$ cat config.mk
export PLATFORM = sky130hd
export DESIGN_NAME = isa_autoconfig_ports
export DESIGN_NICKNAME = d
export VERILOG_FILES = /design/src/core/autocfg_pkg.sv /design/src/core/isa_autoconfig_ports.sv
export VERILOG_INCLUDE_DIRS = /design/src /design/src/core
export SDC_FILE = /design/constraint.sdc
export NUM_CORES = 1
export LEC_CHECK = 0
export ABC_AREA = 1
export BUFFER_PORTS_ARGS = -buffer_cell sky130_fd_sc_hd__buf_4
export CAP_MARGIN = 0
export CORE_MARGIN = 2
export CORE_UTILIZATION = 55
export CTS_CLUSTER_SIZE = 24
export DETAILED_ROUTE_END_ITERATION = 8
export PLACE_DENSITY_LB_ADDON = 0.25
export SETUP_SLACK_MARGIN = 0.05
export SYNTH_ARGS = -nofsm -noshare
export SYNTH_HDL_FRONTEND = slang
export SYNTH_SLANG_ARGS = --single-unit
$ cat constraint.sdc
create_clock -name i_clk_sys -period 3.1 [get_ports i_clk_sys]
set_clock_uncertainty 0.05 [all_clocks]
set_input_delay 0.93 -clock i_clk_sys [delete_from_list [all_inputs] [get_ports i_clk_sys]]
set_output_delay 0.93 -clock i_clk_sys [all_outputs]
set_load 0.005 [all_outputs]
$ cat src/core/autocfg_params.svh
// constants for the isa auto-configuration port trio
// assumes a 12-bit isa i/o decode and 8-bit configuration registers
`ifndef AUTOCFG_PARAMS_SVH
`define AUTOCFG_PARAMS_SVH
`define ACFG_INDEX_PORT   12'h279
`define ACFG_WRITE_PORT   12'hA79
`define ACFG_RDPORT_LOW   2'h3
`define ACFG_REG_RDPORT   8'h00
`define ACFG_REG_ISOLATE  8'h01
`define ACFG_REG_CONTROL  8'h02
`define ACFG_CTL_WAITKEY  1
`define ACFG_REG_ACTIVATE 8'h30
`define ACFG_ISO_FIRST    8'h55
`define ACFG_ISO_SECOND   8'hAA
`define ACFG_ID_BITS      7'h48
`define ACFG_KEY_SEED     8'h01
`define ACFG_KEY_LEN      6'h20
`endif

$ cat src/core/autocfg_pkg.sv
// types shared by the auto-configuration port logic
// assumes the constants header is included alongside
package autocfg_pkg;
	typedef enum logic [1:0]
	{
		ST_WAIT_KEY = 2'b01,
		ST_CONFIG   = 2'b10
	} cfg_state_t;

	typedef struct packed
	{
		logic [11:0] addr;
		logic [7:0]  data;
	} isa_cycle_t;
endpackage

$ cat src/core/isa_autoconfig_ports.sv
// isa auto-configuration ports: index, write-data alias, relocatable read-data
// assumes isa strobes and buses arrive asynchronous; register file on i_clk_sys
//
// Summary of operation
// - The index port is decoded as a write-only byte at i/o 0x279.
// - The write-data port is decoded as a write-only byte at i/o 0xA79.
// - The read-data port sits at a location from 0x203 to 0x3FF set by a write command.
// - All three ports match on the low 12 address bits only.
// - The configuration space is a set of 8-bit registers reached by index.
// - The last index written is held for any number of data accesses.
// - A write-data byte goes to the register selected by the held index.
// - A read-data read returns the register selected by the held index.
// - Writing register 0 sets where read-data reads are decoded.
// - Writes to the index port are watched for the unlock key pattern.
// - After reset the device is active when it boots from network, else inactive.
// - The active flag is only driven out; the ports answer accesses whether or not it is set.
// - The key needs consecutive matching index writes; any other access to the index port restarts it.
// - In isolation a one bit drives 0x55 then 0xAA over a read pair; a zero floats.
// - Serial data is shifted out least significant bit first.
`include "autocfg_params.svh"
module isa_autoconfig_ports
	import autocfg_pkg::*;
#(
	parameter logic [7:0] KEY_SEED = `ACFG_KEY_SEED,
	parameter logic [5:0] KEY_LEN  = `ACFG_KEY_LEN
)
(
	input  wire logic        i_clk_sys,       // device clock
	input  wire logic        i_nrst,          // async reset, active low
	input  wire logic [11:0] i_sa,            // isa address, low 12 bits
	input  wire logic [7:0]  i_sd,            // isa data in
	input  wire logic        i_iow_n,         // isa i/o write, active low
	input  wire logic        i_ior_n,         // isa i/o read, active low
	input  wire logic        i_boot_from_net, // strap: boot from network
	input  wire logic [71:0] i_serial_id,     // serial identifier
	input  wire logic [7:0]  i_reg_rdata,     // selected register contents
	output logic      [7:0]  o_sd,            // isa data out
	output logic             o_sd_oe,         // isa data drive enable
	output logic      [7:0]  o_reg_index,     // held register index
	output logic      [7:0]  o_reg_wdata,     // register write data
	output logic             o_reg_wr,        // register write pulse
	output logic             o_dev_active,    // device may answer and request
	output logic             o_cfg_mode       // configuration mode
);
	isa_cycle_t  cyc_s1;
	isa_cycle_t  cyc_s2;
	logic [1:0]  iow_s;
	logic [1:0]  ior_s;
	logic        iow_q;
	logic        ior_q;
	logic        wr_done;
	logic        rd_start;
	logic        rd_end;
	cfg_state_t  state;
	logic [7:0]  rd_base;
	logic [7:0]  key_lfsr;
	logic [5:0]  key_cnt;
	logic [2:0]  boot_seen;
	logic [1:0]  strap_s;
	logic        iso_second;
	logic [6:0]  bit_ptr;
	logic        hit_index;
	logic        hit_write;
	logic        hit_read;
	logic        iso_sel;

	function automatic logic [7:0] lfsr_step(input logic [7:0] v);
		lfsr_step = {v[0] ^ v[1], v[7:1]};
	endfunction

	// two flops on every isa bus and strobe pin before any logic looks at it
	always_ff @(posedge i_clk_sys or negedge i_nrst)
	begin
		if (!i_nrst)
		begin
			cyc_s1 <= '0;
			cyc_s2 <= '0;
			iow_s  <= 2'h3;
			ior_s  <= 2'h3;
			iow_q  <= 1'b1;
			ior_q  <= 1'b1;
		end
		else
		begin
			cyc_s1 <= '{addr: i_sa, data: i_sd};
			cyc_s2 <= cyc_s1;
			iow_s  <= {iow_s[0], i_iow_n};
			ior_s  <= {ior_s[0], i_ior_n};
			iow_q  <= iow_s[1];
			ior_q  <= ior_s[1];
		end
	end

	// write data is taken at the strobe's trailing edge, when it is surely settled
	assign wr_done  = iow_s[1] & ~iow_q;
	assign rd_start = ~ior_s[1] & ior_q;
	assign rd_end   = ior_s[1] & ~ior_q;

	assign hit_index = cyc_s2.addr == `ACFG_INDEX_PORT;
	assign hit_write = cyc_s2.addr == `ACFG_WRITE_PORT;
	// relocated read port, only inside its legal range
	assign hit_read  = rd_base[7] && cyc_s2.addr == {2'h0, rd_base, `ACFG_RDPORT_LOW};
	assign iso_sel   = o_reg_index == `ACFG_REG_ISOLATE;

	// strap is a pin: synchronised, then taken once both flops have filled
	always_ff @(posedge i_clk_sys or negedge i_nrst)
	begin
		if (!i_nrst)
			{boot_seen, strap_s} <= '0;
		else
			{boot_seen, strap_s} <= {boot_seen[1:0], 1'b1, strap_s[0], i_boot_from_net};
	end

	always_ff @(posedge i_clk_sys or negedge i_nrst)
	begin
		if (!i_nrst)
			o_dev_active <= 1'b0;
		else if (!boot_seen[2])
			o_dev_active <= strap_s[1];
		else if (state == ST_CONFIG && wr_done && hit_write
			&& o_reg_index == `ACFG_REG_ACTIVATE)
			o_dev_active <= cyc_s2.data[0];
	end

	always_ff @(posedge i_clk_sys or negedge i_nrst)
	begin
		if (!i_nrst)
		begin
			key_lfsr <= KEY_SEED;
			key_cnt  <= '0;
		end
		else if (state != ST_WAIT_KEY)
		begin
			key_lfsr <= KEY_SEED;
			key_cnt  <= '0;
		end
		else if (wr_done && hit_index && cyc_s2.data == key_lfsr)
		begin
			key_lfsr <= lfsr_step(key_lfsr);
			key_cnt  <= key_cnt + 6'h1;
		end
		// any other access to the index port restarts the key
		else if ((wr_done || rd_start) && hit_index)
		begin
			key_lfsr <= KEY_SEED;
			key_cnt  <= '0;
		end
	end

	always_ff @(posedge i_clk_sys or negedge i_nrst)
	begin
		if (!i_nrst)
			state <= ST_WAIT_KEY;
		else
			case (state)
				ST_WAIT_KEY:
					if (wr_done && hit_index && cyc_s2.data == key_lfsr
						&& key_cnt == KEY_LEN - 6'h1)
						state <= ST_CONFIG;
				ST_CONFIG:
					if (wr_done && hit_write && o_reg_index == `ACFG_REG_CONTROL
						&& cyc_s2.data[`ACFG_CTL_WAITKEY])
						state <= ST_WAIT_KEY;
				default:
					state <= ST_WAIT_KEY;
			endcase
	end

	assign o_cfg_mode = state[1]; // one-hot: the config state flop itself

	// index held until the next index write
	// byte write routed to the held index
	always_ff @(posedge i_clk_sys or negedge i_nrst)
	begin
		if (!i_nrst)
		begin
			o_reg_index <= '0;
			o_reg_wdata <= '0;
			o_reg_wr    <= 1'b0;
		end
		else
		begin
			o_reg_wr <= 1'b0;
			if (state == ST_CONFIG && wr_done && hit_index)
				o_reg_index <= cyc_s2.data;
			if (state == ST_CONFIG && wr_done && hit_write)
			begin
				o_reg_wdata <= cyc_s2.data;
				o_reg_wr    <= 1'b1;
			end
		end
	end

	// register 0 moves the read port
	always_ff @(posedge i_clk_sys or negedge i_nrst)
	begin
		if (!i_nrst)
			rd_base <= '0;
		else if (state == ST_CONFIG && wr_done && hit_write
			&& o_reg_index == `ACFG_REG_RDPORT)
			rd_base <= cyc_s2.data;
	end

	// identifier walked lsb first, one bit per read pair
	always_ff @(posedge i_clk_sys or negedge i_nrst)
	begin
		if (!i_nrst)
		begin
			iso_second <= 1'b0;
			bit_ptr    <= '0;
		end
		else if (state != ST_CONFIG || !iso_sel)
		begin
			iso_second <= 1'b0;
			bit_ptr    <= '0;
		end
		else if (rd_end && hit_read)
		begin
			iso_second <= ~iso_second;
			if (iso_second)
				bit_ptr <= (bit_ptr == `ACFG_ID_BITS - 7'h1) ? 7'h0 : bit_ptr + 7'h1;
		end
	end

	// read port returns the selected register
	// isolation answers 0x55/0xAA for a one, floats for a zero
	always_ff @(posedge i_clk_sys or negedge i_nrst)
	begin
		if (!i_nrst)
		begin
			o_sd    <= '0;
			o_sd_oe <= 1'b0;
		end
		else if (rd_end || state != ST_CONFIG)
			o_sd_oe <= 1'b0;
		else if (rd_start && hit_read)
		begin
			if (iso_sel)
			begin
				o_sd    <= iso_second ? `ACFG_ISO_SECOND : `ACFG_ISO_FIRST;
				o_sd_oe <= i_serial_id[bit_ptr];
			end
			else
			begin
				o_sd    <= i_reg_rdata;
				o_sd_oe <= 1'b1;
			end
		end
	end
endmodule

==> results.md, run 1 <==
* Design Power at 0.00255 W
* Hold buffer count at CTS at 0
* Clk_lat worst skew at 0.38 ns
* First-pass DRT Iterations at 5
* Most used cell, CP: nand2_1
* Least-Margin Pin Slew at 0.693 ns
* DR DRC count at 0
* TritonCTS clock tree: built
* GRT met1 Usage at 33.5%
* Status: finished, final reports clean
* Final Hold Fails at 0
* Number of synthesized flops with an enable pin at 0
* Seq/Total Area, Yosys at 53.3%
* Slowest cell on crit path: nor4_1
* Fmax achieved at 0.480 GHz
* XOR/XNOR Fraction of Synth Area at 1.86%
* Asr flop ratio synth at 100%
* Post-route ant nets at 0
* Area share of the leading cell type in the synthesized netlist at 49.2%
* Met3 global-route usage at 4.44%
* Die width at 101 um
* Reg area at 2760 sq um
* Post-layout instance count excluding filler cells at 867
* Pin count of the biggest net entering global routing at 55
* Cell area power density at 393 nW/um^2
* Worst IR Drop VDD at 0.000374 V
* DR vias/cell at 5.37
* Global Route Usage Sum at 25.8%
* Ys Warns at 0
* Number of cells on the worst reg-to-reg path at 7
* Multiplexer share of the synthesized area at 0.217%
* Post-CTS sizing at 0
* Die area at 10200 sq um
* Slew Viols, Final at 0
* Setup CP Type: reg2reg
* Wire per inst at 14.4 um
* Area of the multi-input gates at 2150 sq um
* Vias in the first global route at 4614
* # IOs at 133
* Share of layout cells above drive strength 1 at 26.6%
* Critical path capture point type: flip-flop
* Initial DRC count at 244
* DP Wirelength at 9350 um
* Port Buffer Count at 132
* Via Count at 4652
* Unrepaired setup endpoints after global routing: false
* Hold Crit Class: reg2reg
* Min cycle time layout at 2.08 ns
* DIE HEIGHT at 101 um
* Num Clock Sinks at 110
* Initial Utilization at 56.4%
* Core ar. at 9200 sq um
* Clk buf depth at 2
* Buffers & Inverters on Critical Path at 1
* Initial antenna violation count at 0
* # rows at 35
* Dpl cells at 851
* Post-synthesis cell area at 5180 sq um
* Layout area overhead at 25.2%
* Fillers at 702
* # diodes at 0
* Layout Nets at 858
* Root buf cell: clkbuf_8
* Syn nets at 724
* Final setup violation count at 0
* Delay of the slowest cell on the worst path at 0.49 ns
* Mean Syn Cell Area at 8.40 sq um
* Most common cell after layout, fill and taps aside: nand2_1
* TNS Setup at 0 ns
* Met2 Use GR at 44.6%
* Most frequent cells in the layout: nand2_1 (224), buf_4 (136), dfrtp_1 (102)
* Hold_ws at 0.306 ns
* Synth Area in Adders at 0.483%
* Type of origin of the critical path: flip-flop
* Synth unique cells at 44
* RD Place Congestion at 0.846
* Cells after Synth at 617
* CP required at 3.31 ns
* CTS Buf Count at 9
* Simple-gate share of the synthesized area at 30.8%
* Post-route clock period utilization at 67.1%
* Slew margin rel. at 53.8%
* Leak Pwr at 3.30 nW
* Hold path depth at 0
* Largest family of logic cells by synthesized area: simple AND/OR/NAND/NOR gates
* Synth Area in Compound Gates at 8.08%
* Synth Flop Type: dfrtp_1
* H-tree lvl count at 3
* WP depth at 7
* Global routing's busiest layer: met2
* Clock-pin slew on the worst setup and hold paths at 0.11 ns
* Delay-heaviest family, CP: simple AND/OR/NAND/NOR gates
* Post-CTS Setup Bufs at 0
* Global route total overflow at 0
* First-pass GRT wire length at 20800 um
* Final wirelength at 12500 um
* Largest fanout on the critical path at 10
* Crit path arrival time at 2.29 ns
* Flops & latches, synth at 110
* Final Util at 70.6%
* Biggest area consumer among synthesized cells: dfrtp_1
* Leading post-synthesis cells by cell area: dfrtp_1 (49%), nand2_1 (16%), nand3_1 (5.0%)
* Crit-path cells: nand2_1 -> nor4_1 -> o2111ai_1 -> nand2_1 -> clkinv_1 -> nand2_1 -> o31ai_1
* Max-cap viol count at 0
## synthesized netlist by cell type, drive strengths merged (4+ instances only)
cell    instances
o31ai           4
buf             9
xnor2           5
nand4          10
nor4            5
a21oi          13
dfrtp         102
inv            49
o21ai          45
clkbuf          5
nand2         230
nand3          55
nor2           43
dfstp           8
nor3           10
xor2            6
or2             4
## worst register-to-register path, cell delays in order, from the launching register on
cell and delay [ns]:
dfrtp_1 0.44, nand2_1 0.07, nor4_1 0.49, o2111ai_1 0.22
nand2_1 0.20, clkinv_1 0.29, nand2_1 0.14, o31ai_1 0.08
## where the power goes
part / leakage [nW] / total, W / internal (W) / switching, W
clock: 0.103 / 0.000850 / 0.000320 / 0.000530
combinational: 1.84 / 0.000209 / 0.000113 / 0.0000962
sequential: 1.36 / 0.00149 / 0.00147 / 0.0000163
total: 3.30 / 0.00255 / 0.00191 / 0.000643
## flip-flops by register name, indices dropped and copies added, names as in the netlist, 3 cells and up
register,cells
cyc_s1,20
o_reg_index,8
key_cnt,6
rd_base,8
o_sd,8
bit_ptr,7
o_reg_wdata,8
boot_seen,3
cyc_s2,20
key_lfsr,8
## cell type report
class,instances,share of cell area (%)
inverter,51,2.95
timing repair buffer,137,16.0
multi-input combinational,442,33.2
sequential,110,42.6
tap,111,2.14
clock inverter,7,1.20
clock buffer,9,1.91
## per-stage QoR
| step | setup WS [ns] | area [sq um] |
|---|---|---|
| finish | 1.02 | 6490 |
| global route | 0.867 | 6490 |
| CTS | 1.03 | 6490 |
| detailed placement | 1.07 | 6290 |
| global placement | 1.12 | 6290 |
| floorplan | 1.38 | 5180 |
## final timing paths
kind                            slack [ns]                       to                  from
worst max-delay path                  1.02  key_lfsr[7]$_DFFE_PN0P_  cyc_s2[13]$_DFF_PN0_
worst min-delay path                  0.31     cyc_s2[11]$_DFF_PN0_  cyc_s1[11]$_DFF_PN0_
worst max register to register        1.02  key_lfsr[7]$_DFFE_PN0P_  cyc_s2[13]$_DFF_PN0_
worst min register to register        0.31     cyc_s2[11]$_DFF_PN0_  cyc_s1[11]$_DFF_PN0_
max in group asynchronous             1.71  key_lfsr[0]$_DFFE_PN1P_                i_nrst
min in group asynchronous             0.53      o_sd[4]$_DFFE_PN0P_                i_nrst
## routing by layer
layer | vias up | wire [um] | part of all wire [%]
li1 | 2250 | - | -
met1 | 2203 | 5240 | 42
met2 | 177 | 6240 | 50
met3 | 22 | 813 | 6.5
met4 | 0 | 225 | 1.8
met5 | - | 0 | 0
## kinds of logic after synthesis
kind of cell,count (synthesis)
and+or+nand+nor,360
DFF,110
AOI/OAI and AO/OA,67
buffers and inverters,65
xor gates and xnor gates,11
adders and majority gates,2
other,1
muxes,1
Note: power is estimated with default switching activity, not from simulation.
==> run 2, diff against run 1 <==
CORE_UTILIZATION = 53   (was 55)
clock period = 2.2 ns   (was 3.1 ns; I/O delays follow)
==> run 2 against run 1 <==
- critical path depth rose by 2
- power rose by 43%
- sequential share of layout area is 0.35 points lower
- non-clock buffer count grew 3
- cell area rose by 0.83%
- utilization decreased by 2.7 points
- maximum frequency rose by 9.6%
- critical endpoint is now key_lfsr[1]$_DFFE_PN0P_
- largest cell class unchanged
- via count shrank 2.7%
- highest routed layer unchanged
- register-to-register slack worse by 0.72 ns
- combinational power increased by 42%
==> results.md, run 2 (synthesized netlist as in run 1, its figures left out) <==
* Post-CTS Setup Bufs at 0
* Layout area overhead at 26.2%
* Area of the multi-input gates at 2150 sq um
* First-pass DRT Iterations at 4
* CP required at 2.44 ns
* Global route total overflow at 0
* Logic pwr share at 8.1%
* Type of origin of the critical path: flip-flop
* Post-route ant nets at 0
* Top flop regs: cyc_s1 (20), cyc_s2 (20)
* First-pass GRT wire length at 19900 um
* Most common cell after layout, fill and taps aside: nand2_1
* Num Clock Sinks at 110
* RD Place Congestion at 0.869
* Fmax achieved at 0.527 GHz
* Most frequent cells in the layout: nand2_1 (224), buf_4 (139), dfrtp_1 (102)
* Die area at 10600 sq um
* Fillers at 811
* Critical path capture point type: flip-flop
* Hold Crit Class: in2async
* Delay of the slowest cell on the worst path at 0.54 ns
* Wire per inst at 13.5 um
* Unrepaired setup endpoints after global routing: false
* Final Hold Fails at 0
* Hold_ws at 0.0910 ns
* Cell area power density at 556 nW/um^2
* Port Buffer Count at 132
* Status: finished, final reports clean
* Global Route Usage Sum at 24.0%
* Final wirelength at 12000 um
* Slew Viols, Final at 0
* Initial DRC count at 183
* Initial Utilization at 53.8%
* Setup CP Type: reg2reg
* Internal power at 0.00278 W
* Final setup violation count at 0
* TNS Setup at 0 ns
* Post-route clock period utilization at 86.3%
* Clock share of power at 34.2%
* Pin count of the biggest net entering global routing at 53
* CTS Buf Count at 9
* TritonCTS clock tree: built
* Leak Pwr at 3.31 nW
* Clock-pin slew on the worst setup and hold paths at 0.10 ns
* Share of layout cells above drive strength 1 at 26.8%
* Max-cap viol count at 0
* DP Wirelength at 9080 um
* Slowest cell on crit path: dfstp_2
* Via Count at 4525
* Switching power total at 0.000859 W
* R2R Path Start: iow_s[1]$_DFF_PN1_
* Post-CTS sizing at 0
* Clk_lat worst skew at 0.37 ns
* DR vias/cell at 5.08
* Worst IR Drop VDD at 0.000564 V
* Seq pwr share at 57.6%
* # diodes at 0
* Most used cell, CP: nand3_1
* H-tree lvl count at 3
* DIE HEIGHT at 103 um
* Die width at 103 um
* # rows at 36
* Min cycle time layout at 1.90 ns
* Vias in the first global route at 4404
* Reg2reg end: key_lfsr[1]$_DFFE_PN0P_
* Layout Nets at 861
* # IOs at 133
* Crit-path cells: inv_1 -> nor2_1 -> buf_4 -> nand3_1 -> nor3_1 -> nand3_1 -> nor2_2 -> nand2_1 -> o21ai_0
* Switching part of the total power at 23.6%
* Clk buf depth at 2
* Reg area at 2760 sq um
* Hold buffer count at CTS at 0
* Design Power at 0.00364 W
* R2R setup slack at 0.30 ns
* Initial antenna violation count at 0
* Core ar. at 9640 sq um
* Crit path arrival time at 2.14 ns
* Largest fanout on the critical path at 9
* Number of cells on the worst reg-to-reg path at 9
* Root buf cell: clkbuf_8
* DR DRC count at 0
[run 2: area by class of cell]
type	count	share of cell area, %
clock inverter	6	1.24
timing repair buffer	140	16.3
inverter	51	2.93
tap	133	2.54
sequential	110	42.2
clock buffer	9	1.89
multi-input combinational	442	32.9
[run 2: power groups by stage]
stage	Combinational, W	Clock [W]	Sequential (W)
2_1_floorplan	0.0000838	0	0.00213
3_3_place_gp	0.000291	0	0.00213
3_5_place_dp	0.000298	0	0.00214
4_1_cts	0.000300	0.00127	0.00210
5_1_grt	0.000332	0.00135	0.00210
6_report	0.000296	0.00124	0.00210
[run 2: per-stage QoR]
step	instance area [sq um]	worst slack, ns	utilization [%]	instances
2_1_floorplan	5180	0.529	-	617
3_3_place_gp	6340	0.326	65.8	876
3_5_place_dp	6340	0.340	65.8	876
4_1_cts	6540	0.318	67.9	891
5_1_grt	6540	0.0907	67.9	891
6_report	6540	0.302	67.9	891
[run 2: how the worst max path moves through the flow]
stage	start	endpoint	slack, ns
global placement	bit_ptr[1]$_DFFE_PN0P_	o_sd_oe$_DFFE_PN0P_	0.33
CTS	iow_s[1]$_DFF_PN1_	key_lfsr[1]$_DFFE_PN0P_	0.32
floorplan	iow_s[1]$_DFF_PN1_	rd_base[1]$_DFFE_PN0P_	0.53
detailed placement	iow_s[1]$_DFF_PN1_	key_lfsr[1]$_DFFE_PN0P_	0.34
global route	iow_s[1]$_DFF_PN1_	key_lfsr[1]$_DFFE_PN0P_	0.09
finish	iow_s[1]$_DFF_PN1_	key_lfsr[1]$_DFFE_PN0P_	0.30
[run 2: routing by layer]
| layer | routed length [um] | GRT usage, % | vias up |
|---|---|---|---|
| li1 | - | - | 2255 |
| met1 | 5210 | 31.9 | 2112 |
| met2 | 5870 | 40.6 | 138 |
| met3 | 746 | 4.34 | 20 |
| met4 | 202 | 6.98 | 0 |
| met5 | 0 | 0 | - |
[run 2: worst max-delay path, delay by kind of cell, from the launching register on]
| kind | cells | cell delay, ns |
|---|---|---|
| simple gates | 6 | 0.91 |
| buf+inv | 2 | 0.21 |
| flops | 1 | 0.54 |
| compound gates | 1 | 0.10 |
==> run 3, diff against run 2 <==
BUFFER_PORTS_ARGS = unset   (was -buffer_cell sky130_fd_sc_hd__buf_4)
CORE_UTILIZATION = 55   (was 53)
DONT_BUFFER_PORTS = 1   (was unset)
==> run 3 against run 2 <==
- the run now ends with hold timing left
- register-to-register slack lost 0.03 ns
- non-clock buffer count fell by 136
- global-route usage shrank 2.1 points
- first-iteration DRC count grew 4.4%
- routed wire length is 9.6% lower
- worst setup slack worse by 0.034 ns
- combinational power down 64%
- die area decreased by 3.5%
- clock power grew 6%
- critical path type unchanged
==> results.md, run 3 (synthesized netlist as in run 1, its figures left out) <==
* Switching part of the total power at 23.8%
* Internal power at 0.00269 W
* Type of origin of the critical path: flip-flop
* Initial DRC count at 191
* Status: finished, violations left
* Cell area power density at 640 nW/um^2
* Fmax achieved at 0.517 GHz
* # rows at 35
* Clk_lat worst skew at 0.37 ns
* Crit path arrival time at 2.14 ns
* TritonCTS clock tree: built
* Critical path capture point type: flip-flop
* Share of layout cells above drive strength 1 at 10.9%
* Hold_ws at -0.0667 ns
* DR DRC count at 0
* CTS Buf Count at 9
* Worst IR Drop VDD at 0.000683 V
* Final wirelength at 10900 um
* Final Util at 59.9%
* Die area at 10200 sq um
* Setup CP Type: reg2reg
* Seq pwr share at 59.5%
* Global Route Usage Sum at 21.8%
* Switching power total at 0.000840 W
* Via Count at 4039
* Initial antenna violation count at 0
* Least-Margin Pin Slew at 0.492 ns
* Clk buf depth at 2
* TNS Setup at 0 ns
* Layout area overhead at 6.30%
* Max-cap viol count at 0
* Layout Nets at 725
* Global route total overflow at 0
* Delay of the slowest cell on the worst path at 0.44 ns
* Num Clock Sinks at 110
* Post-route ant nets at 0
* First-pass DRT Iterations at 5
* Pin count of the biggest net entering global routing at 111
* CP required at 2.41 ns
* Delay-heaviest family, CP: simple AND/OR/NAND/NOR gates
* Slew margin rel. at 66.9%
* Hold Crit Class: in2async
* H-tree lvl count at 3
* Clock-pin slew on the worst setup and hold paths at 0.12 ns
* # diodes at 0
* Die width at 101 um
* Core ar. at 9200 sq um
* Port Buffer Count at 0
* Most frequent cells in the layout: nand2_1 (224), dfrtp_1 (102), nand3_1 (52)
* Crit-path cells: nor2_1 -> nand2_1 -> nor2_1 -> nand3_2 -> nor2_4 -> nand2_1 -> nand2_1 -> nand2_1 -> nand2_1 -> nor2_1
* DIE HEIGHT at 101 um
* Logic pwr share at 3.0%
* Buffers & Inverters on Critical Path at 0
* Leak Pwr at 2.66 nW
* Unrepaired setup endpoints after global routing: false
* Final setup violation count at 0
* Vias in the first global route at 3832
* # IOs at 133
* Clock share of power at 37.5%
* Root buf cell: clkbuf_8
* Failing checks: hold timing
* Post-route clock period utilization at 87.8%
* Largest fanout on the critical path at 10
* First-pass GRT wire length at 17600 um
* Slowest cell on crit path: dfrtp_1
* Most common cell after layout, fill and taps aside: nand2_1
* RD Place Congestion at 0.853
* Most used cell, CP: nand2_1
* Final Hold Fails at 102
* Wire per inst at 14.8 um
* Min cycle time layout at 1.93 ns
* DP Wirelength at 8030 um
* Slew Viols, Final at 0
* Post-CTS Setup Bufs at 0
* DR vias/cell at 5.50
* Top flop regs: cyc_s1 (20), cyc_s2 (20)
* Initial Utilization at 56.4%
==> run 3: stage by stage <==
stage	hold slack [ns]	std cells	worst slack, ns	cell area (sq um)	total power [W]
5_1_grt	-0.112	734	0.0719	5510	0.00367
3_5_place_dp	0.285	718	0.270	5280	0.00224
6_report	-0.0667	734	0.268	5510	0.00353
4_1_cts	-0.0972	734	0.250	5510	0.00356
2_1_floorplan	0.281	617	0.529	5180	0.00221
3_3_place_gp	0.283	718	0.276	5280	0.00224
==> run 3: power by group through the flow <==
stage / Sequential [W] / Combinational [W] / Clock, W
global placement: 0.00214 / 0.000103 / 0
CTS: 0.00210 / 0.000107 / 0.00136
detailed placement: 0.00214 / 0.000106 / 0
finish: 0.00210 / 0.000107 / 0.00132
global route: 0.00210 / 0.000123 / 0.00144
floorplan: 0.00213 / 0.0000838 / 0
==> run 3: metal layers <==
layer	share of wire (%)	GRT usage, %
met1	43	28.3
met2	48	36.5
met3	7.2	6.17
met4	1.6	5.20
met5	0	0
==> run 3: worst paths after layout <==
| kind | from | end | slack [ns] | depth (start not counted) |
|---|---|---|---|---|
| max | o_reg_index[7]$_DFFE_PN0P_ | bit_ptr[5]$_DFFE_PN0P_ | 0.27 | 10 |
| min | i_nrst | state[1]$_DFFE_PN0P_ | -0.07 | 0 |
| max reg2reg | o_reg_index[7]$_DFFE_PN0P_ | bit_ptr[5]$_DFFE_PN0P_ | 0.27 | 10 |
| min reg2reg | cyc_s1[11]$_DFF_PN0_ | cyc_s2[11]$_DFF_PN0_ | 0.31 | 0 |
| max in group asynchronous | i_nrst | key_lfsr[0]$_DFFE_PN1P_ | 1.92 | 0 |
| min in group i_clk_sys | i_ior_n | ior_s[0]$_DFF_PN1_ | 0.23 | 0 |
==> run 3: what timing repair did <==
action,CTS,global route
endpoints found under the hold margin,102,102
gates resized for setup,0,0
endpoints found under the setup margin,0,0
==> run 3: area by class of cell <==
type	count	area, sq um
Inverter	51	191
Multi-Input combinational cell	442	2150
Clock inverter	7	110
Clock buffer	9	124
Sequential cell	110	2760
Fill cell	793	3680
Tap cell	111	139
Timing Repair Buffer	4	30.0
